## config.mk

```make
export PLATFORM = sky130hd
export DESIGN_NAME = staged_run_sequencer
export DESIGN_NICKNAME = d
export VERILOG_FILES = /design/src/staged_run_sequencer.v /design/src/tick_gen.v
export VERILOG_INCLUDE_DIRS = /design/src
export SDC_FILE = /design/constraint.sdc
export NUM_CORES = 1
export LEC_CHECK = 0
export BUFFER_PORTS_ARGS = -buffer_cell sky130_fd_sc_hd__clkbuf_2
export CAP_MARGIN = 5
export CORE_UTILIZATION = 33
export CTS_CLUSTER_DIAMETER = 30
export DETAILED_ROUTE_END_ITERATION = 7
export PLACE_DENSITY = 0.66
export RECOVER_POWER = 100
export SLEW_MARGIN = 20
export SYNTH_ARGS = -nofsm -noshare
export SYNTH_HDL_FRONTEND = slang
export SYNTH_SLANG_ARGS = --single-unit
```

## constraint.sdc

```tcl
create_clock -name clk -period 13.9 [get_ports clk]
set_input_delay 0.695 -clock clk [delete_from_list [all_inputs] [get_ports clk]]
set_output_delay 0.695 -clock clk [all_outputs]
set_load 0.005 [all_outputs]
```

## src/staged_run_defs.vh

```
// constants for the staged run sequencer: defaults, widths, tick timing
// assumes the includer sets up a single 25 MHz clock domain
`ifndef STAGED_RUN_DEFS_VH
`define STAGED_RUN_DEFS_VH
`define MAX_STAGES          4'h8
`define MIN_STAGES          4'h2
`define DEF_STAGES          4'h8
`define DEF_CYCLES          16'h0000
`define DEF_RUN_TENTHS      15'h000A
`define MIN_RUN_TENTHS      15'h0001
`define MAX_TENTHS          15'h7530
`define DEF_STOP_TENTHS     15'h0000
`define TICK_PERIOD_NS      100000000
`define CLK_PERIOD_NS       40
// tick period in clocks, 100 ms at 40 ns, kept at the time-base counter width
`define TICK_CYCLES         24'h2625A0
`endif

```

## src/staged_run_sequencer.v

```verilog
// staged run sequencer: times run/stop per stage, counts cycles
// assumes settings come from same-clock logic; start comes from a pin and is synchronised
`timescale 1ns/1ps
`default_nettype none
`include "staged_run_defs.vh"
module staged_run_sequencer #(
    parameter [23:0] TICK_CYCLES = `TICK_CYCLES
) (
    input  wire         clk,
    input  wire         rst_n,
    input  wire         ce,
    input  wire         start,
    input  wire         resume,
    input  wire [3:0]   stages,
    input  wire [15:0]  cycles,
    input  wire         hold_last,
    input  wire [119:0] run_tenths,
    input  wire [119:0] stop_tenths,
    output reg          run,
    output reg  [2:0]   stage,
    output reg  [31:0]  cycle
);
    // behaviour in brief:
    // - idle until the synchronised start is seen high
    // - each stage times its running phase, then its stop phase
    // - a stop time of zero still costs one clock with run low
    // - the time base restarts at every phase change, so a phase of
    //   n tenths lasts exactly n full tick periods plus one clock
    // - a free-running time base would cut the first tenth of a phase
    //   short; restarting it trades a clock per phase for exact times
    // - after the last stage the index wraps and the cycle count climbs
    // - with a nonzero cycle count the walk ends in the done state
    // - hold_last keeps run high at the last stage once all cycles end;
    //   the final cycle is counted as it ends in either case
    // - dropping start in any phase returns to idle with run low
    // - the stage and cycle position survive idle for a resumed start
    // - resume is only looked at on the idle to run step
    // - done drops the stored position once start falls
    // limitations:
    // - settings are read live; changing them mid-phase takes effect
    //   at once, which can end a phase early
    // - times are whole tenths; fractions must be rounded by the user
    // - out-of-range settings are clamped, never refused
    //
    // state codes
    localparam [1:0] ST_IDLE = 2'h0; // waiting for start
    localparam [1:0] ST_RUN  = 2'h1; // running duration
    localparam [1:0] ST_STOP = 2'h2; // stop duration
    localparam [1:0] ST_DONE = 2'h3; // all cycles finished

    reg         start_s1_reg;  // first sync stage
    reg         start_s2_reg;  // second sync stage
    reg  [1:0]  state_reg;     // sequencer state
    reg  [1:0]  state_next;
    reg  [2:0]  idx_reg;       // remembered stage position
    reg  [2:0]  idx_next;
    reg  [31:0] cyc_reg;       // remembered elapsed cycles
    reg  [31:0] cyc_next;
    reg  [14:0] tim_reg;       // tenths elapsed in current phase
    reg  [14:0] tim_next;
    reg         run_next;
    reg  [2:0]  stage_next;
    wire        tick;          // 0.1 s time base
    wire [3:0]  n_stages;      // clamped stage count
    wire [14:0] run_sel [0:7]; // per-stage running time, clamped
    wire [14:0] stop_sel [0:7];// per-stage stop time, clamped
    wire [14:0] run_lim;
    wire [14:0] stop_lim;
    wire        last_stage;
    wire        last_cycle;
    wire        tick_run;      // time base enable, low on phase change

    // out-of-range stage counts clamp into 2..8
    assign n_stages = (stages < `MIN_STAGES) ? `MIN_STAGES :
                      (stages > `MAX_STAGES) ? `MAX_STAGES : stages;

    // per-stage times clamped into their legal ranges
    genvar g;
    generate
        for (g = 0; g < 8; g = g + 1) begin : g_time
            wire [14:0] r = run_tenths[g*15 +: 15];
            wire [14:0] s = stop_tenths[g*15 +: 15];
            assign run_sel[g]  = (r < `MIN_RUN_TENTHS) ? `MIN_RUN_TENTHS :
                                 (r > `MAX_TENTHS) ? `MAX_TENTHS : r;
            assign stop_sel[g] = (s > `MAX_TENTHS) ? `MAX_TENTHS : s;
        end
    endgenerate

    assign run_lim    = run_sel[idx_reg];
    assign stop_lim   = stop_sel[idx_reg];
    assign last_stage = ({1'b0, idx_reg} == n_stages - 4'h1);
    // zero cycles never reaches a last cycle
    assign last_cycle = (cycles != `DEF_CYCLES) &&
                        (cyc_reg + 32'h1 >= {16'h0000, cycles});

    tick_gen #(
        .TICK_CYCLES (TICK_CYCLES)
    ) u_tick (
        .clk    (clk),
        .rst_n  (rst_n),
        .ce     (ce),
        .run_en (tick_run),
        .tick   (tick)
    );

    // restart the time base on every phase change so each phase is whole ticks
    assign tick_run = start_s2_reg && (state_reg != ST_IDLE) &&
                      (state_next == state_reg);

    // start arrives from outside; two flops before use
    always @(posedge clk or negedge rst_n) begin
        if (!rst_n) begin
            start_s1_reg <= 1'b0;
            start_s2_reg <= 1'b0;
        end else if (ce) begin
            start_s1_reg <= start;
            start_s2_reg <= start_s1_reg;
        end
    end

    // next-state logic for the stage walk
    always @* begin
        state_next = state_reg;
        idx_next   = idx_reg;
        cyc_next   = cyc_reg;
        tim_next   = tim_reg;
        case (state_reg)
            ST_IDLE: begin
                if (start_s2_reg) begin
                    state_next = ST_RUN;
                    tim_next   = 15'h0000;
                    if (!resume) begin
                        idx_next = 3'h0;
                        cyc_next = 32'h0;
                    end
                end
            end
            ST_RUN: begin
                if (!start_s2_reg) begin
                    state_next = ST_IDLE;
                end else if (tick) begin
                    if (tim_reg + 15'h0001 >= run_lim) begin
                        tim_next = 15'h0000;
                        if (last_stage && last_cycle && hold_last) begin
                            state_next = ST_DONE;
                            cyc_next   = cyc_reg + 32'h1;
                        end else if (stop_lim == 15'h0000) begin
                            state_next = ST_STOP; // zero stop passes in one cycle
                        end else begin
                            state_next = ST_STOP;
                        end
                    end else begin
                        tim_next = tim_reg + 15'h0001;
                    end
                end
            end
            ST_STOP: begin
                if (!start_s2_reg) begin
                    state_next = ST_IDLE;
                end else if ((stop_lim == 15'h0000) ||
                             (tick && (tim_reg + 15'h0001 >= stop_lim))) begin
                    tim_next = 15'h0000;
                    if (last_stage) begin
                        cyc_next = cyc_reg + 32'h1;
                        idx_next = 3'h0;
                        state_next = last_cycle ? ST_DONE : ST_RUN;
                    end else begin
                        idx_next   = idx_reg + 3'h1;
                        state_next = ST_RUN;
                    end
                end else if (tick) begin
                    tim_next = tim_reg + 15'h0001;
                end
            end
            ST_DONE: begin
                // finished: stays until start drops; position resets for fresh start
                if (!start_s2_reg) begin
                    state_next = ST_IDLE;
                    idx_next   = 3'h0;
                    cyc_next   = 32'h0;
                end
            end
            default: begin
                state_next = ST_IDLE;
            end
        endcase
    end

    // output values derived from the coming state
    always @* begin
        run_next   = (state_next == ST_RUN) ||
                     ((state_next == ST_DONE) && hold_last);
        stage_next = (state_next == ST_IDLE) ? 3'h0 : idx_next;
    end

    // state and output registers
    always @(posedge clk or negedge rst_n) begin
        if (!rst_n) begin
            state_reg <= ST_IDLE;
            idx_reg   <= 3'h0;
            cyc_reg   <= 32'h0;
            tim_reg   <= 15'h0000;
            run       <= 1'b0;
            stage     <= 3'h0;
            cycle     <= 32'h0;
        end else if (ce) begin
            state_reg <= state_next;
            idx_reg   <= idx_next;
            cyc_reg   <= cyc_next;
            tim_reg   <= tim_next;
            run       <= run_next;
            stage     <= stage_next;
            cycle     <= cyc_next;
        end
    end
endmodule // staged_run_sequencer
`default_nettype wire

```

## src/tick_gen.v

```verilog
// time-base tick generator: one-cycle pulse every tick_cycles clocks
// assumes the same clock and reset as its parent
`timescale 1ns/1ps
`default_nettype none
module tick_gen #(
    parameter [23:0] TICK_CYCLES = 24'h2625A0
) (
    input  wire        clk,
    input  wire        rst_n,
    input  wire        ce,
    input  wire        run_en,
    output reg         tick
);
    reg [23:0] cnt_reg; // cycles within the current tick period

    // free count; held at zero while not running so the first tick is a full period
    always @(posedge clk or negedge rst_n) begin
        if (!rst_n) begin
            cnt_reg <= 24'h000000;
            tick    <= 1'b0;
        end else if (ce) begin
            if (!run_en) begin
                cnt_reg <= 24'h000000;
                tick    <= 1'b0;
            end else if (cnt_reg == TICK_CYCLES - 24'h000001) begin
                cnt_reg <= 24'h000000;
                tick    <= 1'b1;
            end else begin
                cnt_reg <= cnt_reg + 24'h000001;
                tick    <= 1'b0;
            end
        end
    end
endmodule // tick_gen
`default_nettype wire
```

==> reports/results.ini <==
[clock_tree]
clk_pin_slew_ns = 0.07
cts_hold_buf = 0
clk_latency_ns = 0.35
htreeDepth = 3
cts_made_buffers = 9
cts_sinks = 83
cts_resized = 0
clock_path_buffers = 2
tritoncts = done
cts-root-buf = clkbuf_16
cts_setup_buffers = 0

[logic_synthesis]
syn_inst = 1301
synth.ff_latch_count = 83
yosys-top-cells-count = 112 x nand2_1, 105 x nor2_1, 87 x o21ai_0
synth_warnings = 0
syn_nets = 1622
ys_types = 80
async_reset_ff_share_pct = 100
synth_edf_count = 0
syn_area_per_cell_um2 = 7.73
synth.area.top_cells = dfrtp_1 21%, ha_1 6.8%, o21ai_0 4.3%
ys_seq_area_share_pct = 20.7
yosysMostFrequentCell = nand2_1
synth_top_area_cell = dfrtp_1
yosysTopAreaCellShare_pct = 20.7
netlist_area_um2 = 10100
ys.flop_type = dfrtp_1

[worst_setup_path]
r2r_end = u_tick.cnt_reg[16]$_DFFE_PN0P_
cp.arrival_ns = 9.52
criticalPathCategory = reg -> reg
end_kind = flop
critPathLaunch = idx_reg[1]$_DFFE_PN0P_
critPathRequiredTime_ns = 14.14
cp_max_fo = 38
crit_path_end = u_tick.cnt_reg[16]$_DFFE_PN0P_
r2r-start = idx_reg[1]$_DFFE_PN0P_
r2r_cells = 20
reg2reg_slack_ns = 4.62
cp-start-kind = flop

[layout]
fillerInstances = 3142
regArea_um2 = 2080
multi_input_area_um2 = 7450
post_route_cells_drive_above_1_share_pct = 22.3
area_delta_synth_final_pct = 19.9
largest_register_ffs = 32
fin_util_pct = 40.5
fin_nets = 1874

[global_route]
track_usage_pct = 25.6
antenna_found_initial = 4
grt_max_degree = 71
grt-ovfl-total = 0
first_global_vias = 11400
grt_pass1_wl_mm = 63.0

[power_and_ir_drop]
p_per_area_nw_per_um2 = 85.2
seq_power_share_pct = 27.0
peakVddDrop_v = 0.0000872
p_sw_mw = 0.456
p_leak_nw = 5.34
swShare_pct = 44.3
comb_power_share_pct = 49.9
power_frac_clock_pct = 23.1
internal_power_mw = 0.572

[routing]
drt.antenna.violating_nets = 0
drc_errors = 0
wirelength_mm = 40.2
drt_iter0_markers = 1069
via_per_inst = 6.15
dr.pass1.iters = 6
num_vias = 12000
wire_per_inst_um = 20.6

[place]
dp_hpwl_mm = 32.1
numPortBuffers = 301
gp_congestion = 0.988

[floorplanning]
num_io_pins = 302
core-area_um2 = 29800
die_width_um = 177
dieArea_um2 = 31200
die_h_um = 177
row_count = 63
initial_core_util_pct = 33.7

[job]
drv_cap = 5

[timing]
final-setup-viol-count = 0
skew_ns = 0.0107
layout_min_cycle_time_ns = 9.28
slew_viol_final = 194
slew_headroom_pct = -70.6
rsz0062_at_grt = false
finalCritPeriodShare_pct = 66.8
tns_ns = 0
fmax_ghz = 0.108
tightestPinTransition_ns = 2.56
final_hold_viol_count = 0

[outcome]
outcome = finished with violations
violations = max-capacitance violations, max-slew violations

[worst_hold_path]
holdCritPathClass = reg -> reg

[kinds of logic (layout without fill, tap and decap cells)]
logic type / after synthesis / count (layout) / share of synthesized area [%]
AND/OR/NAND/NOR: 541 / 541 / 28.3
AO/OA/AOI/OAI: 435 / 435 / 31.6
buffers and inverters: 126 / 383 / 5.09
flip-flops: 83 / 83 / 20.7
adder cells (fa/ha/maj): 55 / 55 / 6.84
XOR/XNOR: 31 / 31 / 2.70
multiplexers: 30 / 30 / 4.80
other: 0 / 4 / 0
[layer usage]
| metal | GRT usage [%] | share of wire [%] | wire, um |
|---|---|---|---|
| met5 | 0 | 0 | 0 |
| met4 | 10.2 | 3.2 | 1270 |
| met3 | 4.24 | 7.9 | 3180 |
| met2 | 42.2 | 47 | 18700 |
| met1 | 33.2 | 42 | 17100 |
[critical path: stages (launching register included)]
cell,delay (ns)
dfrtp_1,0.32
clkbuf_1,1.39
clkinv_1,1.40
nand2_1,0.60
or3_1,0.22
o311ai_0,0.24
a211oi_1,0.54
inv_1,0.11
ha_1,0.33
a21o_1,0.17
a21o_1,0.17
a21o_1,0.17
o2111ai_1,0.19
a31oi_1,0.26
and4_1,0.30
o21a_1,0.17
a2111oi_0,0.55
clkbuf_1,0.90
nor3_1,0.31
clkbuf_1,0.46
a22o_1,0.34
[cell usage in the layout, fill, tap and decap left out, drive strengths merged, types with 11 or more instances in the layout]
master and instances:
nor2 105, nor2b 29, o221ai 17, o211ai 11, nand2b 20, o21a 12, a221o 12, nand4 30
a22o 38, mux4 14, or3 13, nand2 112, ha 55, nand3 57, o21ai 93, nor4 41
a21oi 37, xor2 13, dfrtp 83, o31ai 43, a31oi 25, inv 59, clkbuf 314, a221oi 21
xnor2 18, nor3 42, or2 12, and3 33, a21o 18
[power groups by stage]
stage / combinational, mW / clock (mW) / sequential, mW
floorplan: 0.325 / 0 / 0.273
global placement: 0.500 / 0 / 0.282
detailed placement: 0.505 / 0 / 0.283
CTS: 0.507 / 0.242 / 0.278
global route: 0.565 / 0.252 / 0.280
finish: 0.513 / 0.237 / 0.278
[final cells by class]
class                           count  area share, %
Multi-Input combinational cell   1092           61.8
Antenna cell                        4         0.0830
Clock buffer                        9           1.87
Timing Repair Buffer              311           12.8
Tap cell                          390           4.05
Sequential cell                    83           17.2
Inverter                           56           1.74
Clock inverter                      7          0.477
[metrics by stage]
stage                     power, mW  std cells  hold slack (ns)  worst slack [ns]  instance area [um^2]
after floorplan               0.598       1301            0.399              8.77                 10100
after global placement        0.782       1932            0.488              7.23                 11800
after detailed placement      0.788       1932            0.507              7.03                 11800
after CTS                      1.03       1948            0.309              6.99                 12100
after global routing           1.10       1952            0.549              4.01                 12100
final                          1.03       1952            0.521              4.62                 12100
[how the worst min path moves through the flow]
stage                                        start                       end  slack [ns]  cells after the start
final                     start_s1_reg$_DFFE_PN0P_  start_s2_reg$_DFFE_PN0P_        0.52                      1
after global routing      start_s1_reg$_DFFE_PN0P_  start_s2_reg$_DFFE_PN0P_        0.55                      1
after CTS                                    rst_n   cyc_reg[31]$_DFFE_PN0P_        0.31                      1
after detailed placement  start_s1_reg$_DFFE_PN0P_  start_s2_reg$_DFFE_PN0P_        0.51                      1
after global placement     tim_reg[14]$_DFFE_PN0P_   tim_reg[14]$_DFFE_PN0P_        0.49                      2
after floorplan                              rst_n    cyc_reg[0]$_DFFE_PN0P_        0.40                      0
Note: power is estimated with default switching activity, not from simulation.
